File: src/hdl/t16b_pkg.sv
// Package for the 16-bit timer byte access block.
// Assumes one system clock shared by the CPU end and the timer end.
package t16b_pkg;
  // Byte register selects on the CPU bus
  localparam logic [3:0] SEL_COUNT_LOW    = 4'h0;
  localparam logic [3:0] SEL_COUNT_HIGH   = 4'h1;
  localparam logic [3:0] SEL_CMPA_LOW     = 4'h2;
  localparam logic [3:0] SEL_CMPA_HIGH    = 4'h3;
  localparam logic [3:0] SEL_CMPB_LOW     = 4'h4;
  localparam logic [3:0] SEL_CMPB_HIGH    = 4'h5;
  localparam logic [3:0] SEL_CAPT_LOW     = 4'h6;
  localparam logic [3:0] SEL_CAPT_HIGH    = 4'h7;
  localparam logic [3:0] SEL_CTRL_A       = 4'h8;
  localparam logic [3:0] SEL_CTRL_B       = 4'h9;
  localparam logic [3:0] SEL_CTRL_C       = 4'hA;
  localparam logic [3:0] SEL_FLAGS        = 4'hB;
  // Field positions
  localparam int WGM_LO_POS   = 0;  // control_reg_a bits 1:0
  localparam int WGM_HI_POS   = 3;  // control_reg_b bits 4:3
  localparam int CS_POS       = 0;  // control_reg_b bits 2:0
  localparam int FOCA_POS     = 7;  // control_reg_c
  localparam int FOCB_POS     = 6;
  localparam int OVF_POS      = 0;  // flags register
  // Count constants
  localparam logic [15:0] COUNT_BOTTOM = 16'h0000;
  localparam logic [15:0] COUNT_MAX    = 16'hFFFF;
  localparam logic [15:0] TOP_8BIT     = 16'h00FF;
  localparam logic [15:0] TOP_9BIT     = 16'h01FF;
  localparam logic [15:0] TOP_10BIT    = 16'h03FF;
  localparam logic [2:0]  CS_STOPPED   = 3'h0;
  localparam logic [2:0]  CS_EXTERNAL  = 3'h6;
  localparam logic [7:0]  BYTE_ZERO    = 8'h00;
  localparam logic [15:0] WORD_ZERO    = 16'h0000;
  localparam logic [15:0] WORD_ONE     = 16'h0001;
  // Waveform mode codes
  localparam logic [3:0] WGM_NORMAL     = 4'h0;
  localparam logic [3:0] WGM_PC8        = 4'h1;
  localparam logic [3:0] WGM_PC9        = 4'h2;
  localparam logic [3:0] WGM_PC10       = 4'h3;
  localparam logic [3:0] WGM_CTC_OCR    = 4'h4;
  localparam logic [3:0] WGM_FAST8      = 4'h5;
  localparam logic [3:0] WGM_FAST9      = 4'h6;
  localparam logic [3:0] WGM_FAST10     = 4'h7;
  localparam logic [3:0] WGM_PFC_ICR    = 4'h8;
  localparam logic [3:0] WGM_PFC_OCR    = 4'h9;
  localparam logic [3:0] WGM_PC_ICR     = 4'hA;
  localparam logic [3:0] WGM_PC_OCR     = 4'hB;
  localparam logic [3:0] WGM_CTC_ICR    = 4'hC;
  localparam logic [3:0] WGM_FAST_ICR   = 4'hE;
  localparam logic [3:0] WGM_FAST_OCR   = 4'hF;
  // CPU end sequencer states
  typedef enum logic [3:0] {
    T16B_IDLE  = 4'b0001,
    T16B_FIRST = 4'b0010,
    T16B_SECND = 4'b0100,
    T16B_DONE  = 4'b1000
  } t16b_state_type;
endpackage : t16b_pkg

File: src/hdl/t16b_bus_if.sv
// Byte bus between the CPU end and the timer end.
// Assumes both ends run on ref_clk; read data is combinational.
`timescale 1ns/10ps
interface t16b_bus_if;
  logic       wr_en;
  logic       rd_en;
  logic [3:0] sel;
  logic [7:0] wdata;
  logic [7:0] rdata;
  logic       ovf_irq;
  modport timer (input wr_en, input rd_en, input sel, input wdata,
                 output rdata, output ovf_irq);
  modport cpu   (output wr_en, output rd_en, output sel, output wdata,
                 input rdata, input ovf_irq);
endinterface : t16b_bus_if

File: src/hdl/t16b_timer.sv
// Contract
// - 16-bit registers accessed as two bytes
// - One shared high-byte latch for all
// - Low-byte write loads latch plus low byte
// - Count/capture low-byte read copies high byte to latch
// - Compare reads bypass and keep the latch
// - Write high first, read low first
// - Software masks interrupts around latch use
// - Latch survives low write, reusable
// - Counter high address goes to latch
// - Counter seen as two byte locations
// - Clock select picks prescaled or external tick
// - Clock select zero stops counter
// - Tick clears, increments or decrements counter
// - Flag bottom and top of count
// - CPU reaches counter whether running or not
// - CPU write beats count operations
// - Four-bit mode split over control A/B
// - Overflow flag per mode, raises interrupt
// - Force bits in C, top two mode bits in B
// - Bottom all zeros, max all ones
// - Top is fixed, compare A or capture
// Timer end: counter unit and byte register file.
// Assumes a prescaler strobe from outside; the external pin is synchronised here.
`timescale 1ns/10ps
module t16b_timer (
  input  wire logic        ref_clk,
  input  wire logic        rst,
  t16b_bus_if.timer        bus,
  input  wire logic        prescale_tick,
  input  wire logic        ext_pin,
  input  wire logic        capture_strobe,
  output logic             at_bottom,
  output logic             at_top,
  output logic             match_a,
  output logic             match_b,
  output logic             force_a,
  output logic             force_b
);
  logic [15:0] timer_count;
  logic [15:0] compare_reg_a;
  logic [15:0] compare_reg_b;
  logic [15:0] capture_reg;
  logic [7:0]  high_latch;
  logic [7:0]  control_reg_a;
  logic [7:0]  control_reg_b;
  logic        overflow_flag;
  logic        count_down;
  logic [1:0]  ext_sync;
  logic        ext_last;
  logic        timer_tick;
  logic [3:0]  waveform_mode_field;
  logic [2:0]  clock_select_field;
  logic [15:0] top_value;
  logic        dual_slope;
  logic [15:0] next_count;
  logic        next_down;
  logic        ovf_event;
  logic        wr_low;
  logic        flag_clear;

  assign waveform_mode_field = {
    control_reg_b[t16b_pkg::WGM_HI_POS +: 2],
    control_reg_a[t16b_pkg::WGM_LO_POS +: 2]};
  assign clock_select_field = control_reg_b[t16b_pkg::CS_POS +: 3];
  assign dual_slope = waveform_mode_field inside {
    t16b_pkg::WGM_PC8, t16b_pkg::WGM_PC9, t16b_pkg::WGM_PC10,
    t16b_pkg::WGM_PFC_ICR, t16b_pkg::WGM_PFC_OCR,
    t16b_pkg::WGM_PC_ICR, t16b_pkg::WGM_PC_OCR};

  // External pin crosses two flops before edge detect
  always_ff @(posedge ref_clk) begin
    if (rst) begin
      ext_sync <= 2'b00;
      ext_last <= 1'b0;
    end else begin
      ext_sync <= {ext_sync[0], ext_pin};
      ext_last <= ext_sync[1];
    end
  end

  always_comb begin
    case (clock_select_field)
      t16b_pkg::CS_STOPPED:  timer_tick = 1'b0;
      t16b_pkg::CS_EXTERNAL: timer_tick = ext_last & ~ext_sync[1];
      3'h7:                  timer_tick = ~ext_last & ext_sync[1];
      default:               timer_tick = prescale_tick;
    endcase
  end

  always_comb begin
    case (waveform_mode_field)
      t16b_pkg::WGM_PC8, t16b_pkg::WGM_FAST8:   top_value = t16b_pkg::TOP_8BIT;
      t16b_pkg::WGM_PC9, t16b_pkg::WGM_FAST9:   top_value = t16b_pkg::TOP_9BIT;
      t16b_pkg::WGM_PC10, t16b_pkg::WGM_FAST10: top_value = t16b_pkg::TOP_10BIT;
      t16b_pkg::WGM_CTC_OCR, t16b_pkg::WGM_PFC_OCR,
      t16b_pkg::WGM_PC_OCR, t16b_pkg::WGM_FAST_OCR: top_value = compare_reg_a;
      t16b_pkg::WGM_PFC_ICR, t16b_pkg::WGM_PC_ICR,
      t16b_pkg::WGM_CTC_ICR, t16b_pkg::WGM_FAST_ICR: top_value = capture_reg;
      default: top_value = t16b_pkg::COUNT_MAX;
    endcase
  end

  // Count sequence and overflow point per mode
  always_comb begin
    next_count = timer_count;
    next_down  = count_down;
    ovf_event  = 1'b0;
    if (timer_tick) begin
      if (dual_slope) begin
        if (count_down && timer_count == t16b_pkg::COUNT_BOTTOM) begin
          next_down  = 1'b0;
          next_count = timer_count + t16b_pkg::WORD_ONE;
          ovf_event  = 1'b1;
        end else if (!count_down && timer_count >= top_value) begin
          next_down  = 1'b1;
          next_count = timer_count - t16b_pkg::WORD_ONE;
        end else if (count_down) begin
          next_count = timer_count - t16b_pkg::WORD_ONE;
        end else begin
          next_count = timer_count + t16b_pkg::WORD_ONE;
        end
      end else if (timer_count == top_value) begin
        next_count = t16b_pkg::WORD_ZERO;
        next_down  = 1'b0;
        // CTC overflows only at max, fast and normal at top
        ovf_event  = (top_value == t16b_pkg::COUNT_MAX) ||
                     !(waveform_mode_field inside
                       {t16b_pkg::WGM_CTC_OCR, t16b_pkg::WGM_CTC_ICR});
      end else begin
        next_count = timer_count + t16b_pkg::WORD_ONE;
        next_down  = 1'b0;
      end
    end
  end

  assign wr_low = bus.wr_en && (bus.sel == t16b_pkg::SEL_COUNT_LOW);
  assign flag_clear = bus.wr_en && (bus.sel == t16b_pkg::SEL_FLAGS) &&
                      bus.wdata[t16b_pkg::OVF_POS];

  always_ff @(posedge ref_clk) begin
    if (rst) begin
      timer_count <= t16b_pkg::WORD_ZERO;
      count_down  <= 1'b0;
    end else if (wr_low) begin
      timer_count <= {high_latch, bus.wdata};
    end else begin
      timer_count <= next_count;
      count_down  <= next_down;
    end
  end

  // Shared high-byte latch
  always_ff @(posedge ref_clk) begin
    if (rst) begin
      high_latch <= t16b_pkg::BYTE_ZERO;
    end else if (bus.wr_en) begin
      case (bus.sel)
        t16b_pkg::SEL_COUNT_HIGH, t16b_pkg::SEL_CMPA_HIGH,
        t16b_pkg::SEL_CMPB_HIGH, t16b_pkg::SEL_CAPT_HIGH:
          high_latch <= bus.wdata;
        default: high_latch <= high_latch;
      endcase
    end else if (bus.rd_en) begin
      case (bus.sel)
        t16b_pkg::SEL_COUNT_LOW: high_latch <= timer_count[15:8];
        t16b_pkg::SEL_CAPT_LOW:  high_latch <= capture_reg[15:8];
        default: high_latch <= high_latch;
      endcase
    end
  end

  // Compare and capture registers, 16 bits wide in one cycle
  always_ff @(posedge ref_clk) begin
    if (rst) begin
      compare_reg_a <= t16b_pkg::WORD_ZERO;
      compare_reg_b <= t16b_pkg::WORD_ZERO;
      capture_reg   <= t16b_pkg::WORD_ZERO;
    end else begin
      if (bus.wr_en && bus.sel == t16b_pkg::SEL_CMPA_LOW)
        compare_reg_a <= {high_latch, bus.wdata};
      if (bus.wr_en && bus.sel == t16b_pkg::SEL_CMPB_LOW)
        compare_reg_b <= {high_latch, bus.wdata};
      if (bus.wr_en && bus.sel == t16b_pkg::SEL_CAPT_LOW)
        capture_reg <= {high_latch, bus.wdata};
      else if (capture_strobe)
        capture_reg <= timer_count;
    end
  end

  always_ff @(posedge ref_clk) begin
    if (rst) begin
      control_reg_a <= t16b_pkg::BYTE_ZERO;
      control_reg_b <= t16b_pkg::BYTE_ZERO;
      force_a       <= 1'b0;
      force_b       <= 1'b0;
    end else begin
      if (bus.wr_en && bus.sel == t16b_pkg::SEL_CTRL_A)
        control_reg_a <= bus.wdata;
      if (bus.wr_en && bus.sel == t16b_pkg::SEL_CTRL_B)
        control_reg_b <= bus.wdata;
      // Force bits are strobes, never stored
      force_a <= bus.wr_en && bus.sel == t16b_pkg::SEL_CTRL_C &&
                 bus.wdata[t16b_pkg::FOCA_POS];
      force_b <= bus.wr_en && bus.sel == t16b_pkg::SEL_CTRL_C &&
                 bus.wdata[t16b_pkg::FOCB_POS];
    end
  end

  // Set wins over a write-one clear in the same cycle
  always_ff @(posedge ref_clk) begin
    if (rst) begin
      overflow_flag <= 1'b0;
    end else if (ovf_event && !wr_low) begin
      overflow_flag <= 1'b1;
    end else if (bus.wr_en && bus.sel == t16b_pkg::SEL_FLAGS &&
                 bus.wdata[t16b_pkg::OVF_POS]) begin
      overflow_flag <= 1'b0;
    end
  end

  always_ff @(posedge ref_clk) begin
    if (rst) begin
      at_bottom   <= 1'b0;
      at_top      <= 1'b0;
      match_a     <= 1'b0;
      match_b     <= 1'b0;
      bus.ovf_irq <= 1'b0;
    end else begin
      at_bottom   <= next_count == t16b_pkg::COUNT_BOTTOM;
      at_top      <= next_count == top_value;
      match_a     <= next_count == compare_reg_a;
      match_b     <= next_count == compare_reg_b;
      // Mirrors the flag, so a clear drops the request at once
      bus.ovf_irq <= (ovf_event && !wr_low) ||
                     (overflow_flag && !flag_clear);
    end
  end

  // Byte read mux; high count/capture reads return the latch
  always_comb begin
    case (bus.sel)
      t16b_pkg::SEL_COUNT_LOW:  bus.rdata = timer_count[7:0];
      t16b_pkg::SEL_COUNT_HIGH: bus.rdata = high_latch;
      t16b_pkg::SEL_CMPA_LOW:   bus.rdata = compare_reg_a[7:0];
      t16b_pkg::SEL_CMPA_HIGH:  bus.rdata = compare_reg_a[15:8];
      t16b_pkg::SEL_CMPB_LOW:   bus.rdata = compare_reg_b[7:0];
      t16b_pkg::SEL_CMPB_HIGH:  bus.rdata = compare_reg_b[15:8];
      t16b_pkg::SEL_CAPT_LOW:   bus.rdata = capture_reg[7:0];
      t16b_pkg::SEL_CAPT_HIGH:  bus.rdata = high_latch;
      t16b_pkg::SEL_CTRL_A:     bus.rdata = control_reg_a;
      t16b_pkg::SEL_CTRL_B:     bus.rdata = control_reg_b;
      t16b_pkg::SEL_FLAGS:      bus.rdata = {7'h00, overflow_flag};
      default:                  bus.rdata = t16b_pkg::BYTE_ZERO;
    endcase
  end
endmodule : t16b_timer

File: src/flat_wrapper.sv
// flat-port wrapper written by rule: the top's interface ports become plain ports
module t16b_timer_flat 
  (ref_clk, rst, prescale_tick, ext_pin, capture_strobe, at_bottom, at_top, match_a, match_b, force_a, force_b, bus_wr_en, bus_rd_en, bus_sel, bus_wdata, bus_rdata, bus_ovf_irq);
  t16b_bus_if bus_i ();
  input  wire logic ref_clk;
  input  wire logic rst;
  input  wire logic prescale_tick;
  input  wire logic ext_pin;
  input  wire logic capture_strobe;
  output logic at_bottom;
  output logic at_top;
  output logic match_a;
  output logic match_b;
  output logic force_a;
  output logic force_b;
  input wire logic [$bits(bus_i.wr_en)-1:0] bus_wr_en;
  input wire logic [$bits(bus_i.rd_en)-1:0] bus_rd_en;
  input wire logic [$bits(bus_i.sel)-1:0] bus_sel;
  input wire logic [$bits(bus_i.wdata)-1:0] bus_wdata;
  output wire logic [$bits(bus_i.rdata)-1:0] bus_rdata;
  output wire logic [$bits(bus_i.ovf_irq)-1:0] bus_ovf_irq;
  assign bus_i.wr_en = bus_wr_en;
  assign bus_i.rd_en = bus_rd_en;
  assign bus_i.sel = bus_sel;
  assign bus_i.wdata = bus_wdata;
  assign bus_rdata = bus_i.rdata;
  assign bus_ovf_irq = bus_i.ovf_irq;
  t16b_timer u_core (.ref_clk(ref_clk), .rst(rst), .bus(bus_i), .prescale_tick(prescale_tick), .ext_pin(ext_pin), .capture_strobe(capture_strobe), .at_bottom(at_bottom), .at_top(at_top), .match_a(match_a), .match_b(match_b), .force_a(force_a), .force_b(force_b));
endmodule
File: config.mk
export PLATFORM = sky130hd
export DESIGN_NAME = t16b_timer_flat
export DESIGN_NICKNAME = d
export VERILOG_FILES = /design/src/hdl/t16b_pkg.sv /design/src/hdl/t16b_bus_if.sv /design/src/hdl/t16b_timer.sv /design/src/flat_wrapper.sv
export SDC_FILE = /design/constraint.sdc
export NUM_CORES = 1
export LEC_CHECK = 0
export ABC_AREA = 1
export BUFFER_PORTS_ARGS = -buffer_cell sky130_fd_sc_hd__buf_2
export CAP_MARGIN = 20
export CORE_UTILIZATION = 50
export DETAILED_ROUTE_END_ITERATION = 16
export PLACE_DENSITY = 0.67
export SYNTH_ARGS = -nofsm -noshare
export SYNTH_HDL_FRONTEND = slang
export SYNTH_SLANG_ARGS = --single-unit
File: constraint.sdc
create_clock -name ref_clk -period 3.6 [get_ports ref_clk]
set_input_delay 0.18 -clock ref_clk [delete_from_list [all_inputs] [get_ports ref_clk]]
set_output_delay 0.18 -clock ref_clk [all_outputs]
set_load 0.1 [all_outputs]
==> results of run 1 <==
==> per-stage QoR <==
stage                     total power, uW  TNS, ps  util, %
after global routing                 2760    -66.0     58.6
after global placement               1720        0     55.3
after floorplan                      1560        0        -
after detailed placement             1730    -15.8     55.3
after CTS                            2650        0     57.3
final                                2680        0     58.6
==> worst max path at each step <==
stage / end / depth (start not counted)
2_1_floorplan: u_core.match_b / 25
3_3_place_gp: u_core.at_top / 25
3_5_place_dp: u_core.at_top / 26
4_1_cts: u_core.at_top / 27
5_1_grt: u_core.match_a / 25
6_report: u_core.match_a / 25
==> what timing repair did <==
item / in CTS / in global routing
setup endpoints to repair: 3 / 11
setup buffers: 0 / 8
hold buffers: 0 / 0
pin swaps: 0 / 5
gates resized for setup: 2 / 27
gates cloned: 0 / 2
==> critical path, delay by kind of cell, from the launching register on <==
family,cells,cell delay [ps]
buffers and inverters,4,420
AO/OA/AOI/OAI,3,380
adder cells (fa/ha/maj),1,290
AND/OR/NAND/NOR,17,1990
flip-flops,1,360
==> cell usage in the layout, fill, tap and decap left out, types with 16 or more instances in the layout <==
master    Yosys  routed
nor2_1      135     130
xor2_1       28      28
nand2_1     222     216
nand2_2      19      23
a21oi_1      84      84
nand3_2      16      16
buf_4         1      50
o21ai_0      80      79
nor3_1       22      22
buf_2         7      33
ha_1         18      18
a221oi_1     19      19
inv_1       151     151
dfxtp_1     100      96
nand3_1      64      62
==> cell type report <==
type	instances	area share [%]
Inverter	173	8.02
Timing Repair Buffer	83	6.55
Sequential cell	100	24.3
Multi-Input combinational cell	825	55.0
Tap cell	180	2.73
Clock inverter	5	0.470
Clock buffer	10	2.89
==> per-layer routing <==
| layer | vias up | routed length (um) | track usage [%] |
|---|---|---|---|
| li1 | 3866 | - | - |
| met5 | - | 0 | 0 |
| met4 | 0 | 1530 | 20.2 |
| met1 | 3775 | 12500 | 57.0 |
| met3 | 87 | 3670 | 8.63 |
| met2 | 538 | 12400 | 58.4 |
==> cell families (layout without fill, tap and decap cells) <==
logic type               count (synthesis)  in the layout  share of synthesized area, %
XOR/XNOR                                29             29                          3.46
buffers and inverters                  214            271                          12.3
adder cells (fa/ha/maj)                 18             18                          3.07
AO/OA/AOI/OAI                          251            251                          20.1
flip-flops                             100            100                          27.3
AND/OR/NAND/NOR                        525            527                          33.7
==> power by group through the flow <==
stage,clock (uW),sequential [uW],combinational [uW]
global route,989,1180,591
CTS,947,1180,524
finish,947,1180,549
detailed placement,0,1210,520
global placement,0,1210,520
floorplan,0,1230,329
==> metrics.cfg, run 1 <==
[status]
status = complete, no violations

[worst_setup_path]
cp_max_fo = 12
start_kind = register
reg2reg_from = u_core.control_reg_a[1]
startpoint = u_core.control_reg_a[1]
r2r_end = u_core.match_a
r2r_cells = 25
cp_data_required_time_ps = 3900
r2r_slack_ps = 80
max_stage_delay_ps = 360
slowest_stage = dfxtp_2
path_class = register to register
crit_path_end_kind = register
critPathArrivalTime_ps = 3810

[floorplanning]
initial_core_util_pct = 52.1
dieArea_sq_um = 15200
fp.coreArea_sq_um = 14100
die_h_um = 123
io_pins = 34
placementRows = 43
die-width_um = 123

[global_route]
grt_pass1_vias = 7255
antenna_found_initial = 0
grt_usage_pct = 40.6
grt_max_degree = 55
grt.overflow.total = 0
grt_pass1_wl_um = 44100

[synthesis]
synthesis.area_sq_um = 7340
synth_nets = 1174
yosysMostFrequentCell = nand2_1
syn_avg_cell_area_sq_um = 6.46
yosys_warnings = 0
ys_seq_elements = 100
yosysTopAreaCellShare_pct = 27.3
yosys-top-cells-count = 222 x nand2_1, 151 x inv_1, 135 x nor2_1
synth_seq_area_share_pct = 27.3
synth-main-ff-cell = dfxtp_1
synth_area_leader_cell = dfxtp_1
syn_inst = 1137
synth.area.top_cells = dfxtp_1 27%, nand2_1 11%, inv_1 7.7%, nor2_1 6.9%, a21oi_1 5.7%
synth-edff-count = 0
synth.distinct_cells = 48
synthArstFlopShare_pct = 0

[finish]
num_antenna_cells = 0
multi_input_comb_area_sq_um = 4540
fillCellCount = 1488
fin_nets = 1229
final_area_sq_um = 8260
final_cells = 1376
drive_gt1_share_pct = 17.5
syn2layout_area_growth_pct = 12.5
seq_area_sq_um = 2010

[timing]
finalMaxSlewViolations = 0
skew_ps = 13.1
fin_ws_ps = 81.8
fmax_mhz = 284
worst_pin_slew_ps = 1060
finalHoldViolCount = 0
finalCritPeriodShare_pct = 97.7
finalSetupViolCount = 0
finalCriticalPeriod_ps = 3520
hold_slack_ps = 22.1
worst_slew_margin_rel_pct = 29.0

[power]
p_per_area_nw_per_um2 = 324
ir_worst_vdd_mv = 0.292
seq_power_share_pct = 44.1
p_sw_uw = 895
sw_frac_of_total_pct = 33.4
p_int_uw = 1780
p_leak_uw = 0.00384
combinationalPowerShare_pct = 20.5
clock_power_share_pct = 35.4

[routing]
wl_per_cell_um = 21.9
drcViolationCount = 0
first_pass_iters = 5
routed_wl_um = 30200
antenna_left = 0
vias = 8266
via_per_inst = 6.01
drt_iter0_drc = 991

[placed_design]
dp.cells = 1351
place_area_sq_um = 7800
portBuffers = 33
post-place-ws_ps = -12.2
hpwl_um = 23600
place.gp.congestion = 1.08

[cts]
clock_sinks = 100
cts_made_buffers = 9
cts_buffer_depth = 2
worstSkewPairLatency_ps = 360
clkSlewWorstSetupHoldPaths_ps = 80
tritoncts = yes
clockRootBuffer = clkbuf_16
cts_max_level = 3

[worst_hold_path]
worstHoldPathCells = 3
hold_class = primary input to register
min_to = u_core.ext_sync[0]
hold_start = ext_pin

[job]
drv_cap = 0

Power figures use the tool's default switching activity.
==> run 2, diff against run 1 <==
Settings changed: ABC_AREA 1 to unset.
==> run 2 against run 1 <==
The flow now finishes with violations (negative setup slack). First-iteration DRC count grew 22%. Total power increased by 4.3%. Register-to-register slack lost 750 ps. Clock-buffer cell count down 1. Highest routed layer unchanged. Clock skew shrank 1.1 ps. Wire length is 19% higher. Sequential share of layout area fell by 4.2 points.
==> metrics.cfg, run 2 <==
[routing]
drcViolationCount = 0  ; unchanged
vias = 9152  ; +11%
antenna_left = 0  ; unchanged
wl_per_cell_um = 26.3  ; +20%
via_per_inst = 6.71  ; +12%
routed_wl_um = 35800  ; +19%
first_pass_iters = 6  ; +1
drt_iter0_drc = 1209  ; +22%

[finish]
drive_gt1_share_pct = 28.8  ; +11 points
multi_input_comb_area_sq_um = 5640  ; +24%
layout_common_cells = 178 x buf_4, 147 x nand2_1, 97 x nor2_1
final_common_cell = buf_4
fillCellCount = 1292  ; -13%
final_area_sq_um = 9960  ; +21%
seq_area_sq_um = 2010  ; unchanged
final_cells = 1364  ; -0.87%
syn2layout_area_growth_pct = 32.4
fin_nets = 1212  ; -1.4%
num_antenna_cells = 0  ; unchanged

[cts]
clkSlewWorstSetupHoldPaths_ps = 80  ; about the same
clockRootBuffer = clkbuf_16
cts_made_buffers = 9  ; unchanged
cts_buffer_depth = 2  ; unchanged
hold_buffers = 0  ; unchanged
tritoncts = yes
cts_max_level = 3  ; unchanged
clock_sinks = 100  ; unchanged
worstSkewPairLatency_ps = 370  ; about the same

[placed_design]
portBuffers = 33  ; unchanged
hpwl_um = 26000  ; +11%
place.gp.congestion = 1.06  ; -2.3%
place_area_sq_um = 9040  ; +16%
dp.cells = 1330  ; -1.6%
post-place-ws_ps = -907  ; -894 ps

[floorplanning]
die_h_um = 125  ; +1.2%
fp.coreArea_sq_um = 14600  ; +3.5%
io_pins = 34  ; unchanged
placementRows = 44  ; +2.3%
initial_core_util_pct = 51.6  ; -0.52 points
dieArea_sq_um = 15500  ; +2.4%
die-width_um = 125  ; +1.2%

[synthesis]
synth_area_leader_cell = dfxtp_1
synth.distinct_cells = 79  ; +65%
synth_adder_area_share_pct = 2.99  ; -0.074 points
synth-main-ff-cell = dfxtp_1
synth_xor_area_share_pct = 3.14  ; -0.32 points
yosysMostFrequentCell = nand2_1
synthMuxAreaShare_pct = 10.8  ; +11 points
synth-compound-area-share_pct = 25.3  ; +5.2 points
synth_top_family_by_area = simple AND/OR/NAND/NOR gates
ys_seq_elements = 100  ; unchanged
synthesis.area_sq_um = 7520  ; +2.5%
synth.area.top_cells = dfxtp_1 27%, mux2i_1 8.9%, nand2_1 7.4%, a21oi_1 5.6%, nor2_1 4.9%
yosysTopAreaCellShare_pct = 26.6  ; -0.66 points
synth_seq_area_share_pct = 26.6  ; -0.66 points
yosys-top-cells-count = 149 x nand2_1, 100 x dfxtp_1, 98 x nor2_1
synth_nets = 1051  ; -10%
syn_avg_cell_area_sq_um = 7.42  ; +15%
synth-edff-count = 0  ; unchanged
yosys_warnings = 0  ; unchanged
synthSimpleGateAreaFrac_pct = 25.9  ; -7.8 points
synthArstFlopShare_pct = 0  ; unchanged
syn_inst = 1014  ; -11%

[timing]
finalCriticalPeriod_ps = 4270  ; +750 ps
hold_slack_ps = 32.4  ; +10.3 ps
fmax_mhz = 234  ; -18%
finalSetupViolCount = 17  ; +17
finalMaxSlewViolations = 0  ; unchanged
worst_slew_margin_rel_pct = 29.4  ; +0.40 points
rsz0062_at_grt = yes
fin_ws_ps = -668  ; -750 ps
worst_pin_slew_ps = 1060  ; -4.57 ps
finalCritPeriodShare_pct = 119  ; +21 points
skew_ps = 12.0  ; -1.10 ps
finalHoldViolCount = 0  ; unchanged

[worst_setup_path]
cpMostUsedCell = buf_4
slowest_stage = or4_1
cp_data_required_time_ps = 3880  ; -20 ps
crit_path_end_kind = register
critPathArrivalTime_ps = 4540  ; +730 ps
cp_cell_sequence = buf_4, a21o_1, a211oi_1, ha_1, a211oi_1, o21ai_0, a21oi_4, a21oi_4, buf_4, buf_6, o311ai_2, a21oi_2, buf_4, nand2_1, nand2_1, or4_1, nor4_1
cp_max_fo = 8  ; -4
max_stage_delay_ps = 490  ; +130 ps
path_class = register to register
start_kind = register

[power]
clock_power_share_pct = 36.7  ; +1.3 points
p_leak_uw = 0.00398  ; +3.5%
combinationalPowerShare_pct = 21.7  ; +1.2 points
ir_worst_vdd_mv = 0.274  ; -5.8%
finalPower_uw = 2790  ; +4.3%
p_per_area_nw_per_um2 = 280  ; -14%
p_sw_uw = 959  ; +7.2%
seq_power_share_pct = 41.5  ; -2.6 points
sw_frac_of_total_pct = 34.3  ; +0.93 points
p_int_uw = 1830  ; +2.8%

[global_route]
grt_usage_pct = 45.7  ; +5.0 points
grt_pass1_wl_um = 53200  ; +21%
grt.overflow.total = 0  ; unchanged
grt_pass1_vias = 8644  ; +19%
grt_max_degree = 59  ; +7.3%
antenna_found_initial = 1  ; +1

[job]
drv_cap = 0  ; unchanged

[worst_hold_path]
hold_class = primary input to register

[status]
status = complete, but fails checks
failed_checks = negative setup slack

## run 2: changes by cell type in the layout (fill, tap and decap cells not counted), sizes merged, moves of 14 or more
| cell | before | now |
|---|---|---|
| nor4 | 0 | 14 |
| o21ai | 88 | 42 |
| nand3 | 83 | 29 |
| mux2i | 0 | 69 |
| inv | 167 | 27 |
| nand2 | 251 | 149 |
| nor2 | 147 | 98 |
| buf | 83 | 226 |
| nand2b | 0 | 14 |
| a211oi | 10 | 34 |
| xor2 | 28 | 14 |
## run 2: cells by family (layout without fill, tap and decap cells)
family	count (synthesis)	in the layout
compound gates	282	282
xor+xnor	27	27
fa+ha+maj	18	18
buf+inv	101	267
flops	100	100
mux	76	76
simple gates	410	410
## run 2: final timing paths
kind                                start            endpoint  slack [ps]  cells past startpoint
setup / recovery  u_core.control_reg_b[4]      u_core.match_a        -670                     17
hold / removal                    ext_pin  u_core.ext_sync[0]          30                      2
setup reg to reg  u_core.control_reg_b[4]      u_core.match_a        -670                     17
hold reg to reg        u_core.ext_sync[0]  u_core.ext_sync[1]         450                      1
## run 2: timing repair
| action | in CTS | in global routing |
|---|---|---|
| pin swaps | 32 | 18 |
| setup buffers | 18 | 5 |
| cloned | 0 | 0 |
| endpoints found under the setup margin | 19 | 19 |
| resized for setup | 76 | 24 |
## run 2: critical path: cells and delay by family, from the launching register on
kind / cells / cell delay (ps)
AO/OA/AOI/OAI: 8 / 2020
AND/OR/NAND/NOR: 4 / 850
buffers and inverters: 4 / 600
flip-flops: 1 / 370
adder cells (fa/ha/maj): 1 / 330
## run 2: power groups by stage
stage                     registers [uW]  logic (uW)  clock network (uW)
final                               1160         607                1030
after global placement              1180         554                   0
after global routing                1160         639                1070
after detailed placement            1180         553                   0
after floorplan                     1220         307                   0
after CTS                           1160         580                1030
## run 2: cell type report
type                       instances  area share [%]
sequential                       100            20.2
clock inverter                     7           0.804
tap                              184            2.31
multi-input combinational        813            56.6
timing repair buffer             226            16.9
clock buffer                       9            2.26
inverter                          25           0.942
## run 2: metal layers
| layer | GRT usage (%) | up-vias | routed length, um |
|---|---|---|---|
| met3 | 13.0 | 164 | 4310 |
| li1 | - | 4058 | - |
| met4 | 28.4 | 0 | 2390 |
| met2 | 67.3 | 660 | 15000 |
| met1 | 58.5 | 4270 | 14100 |
| met5 | 0 | - | 0 |
## run 2: stage by stage
| step | TNS (ps) | utilization, % |
|---|---|---|
| floorplan | -1470 | - |
| global placement | -8060 | 62.0 |
| detailed placement | -9190 | 62.0 |
| CTS | -3700 | 67.3 |
| global route | -7250 | 68.3 |
| finish | -5300 | 68.3 |
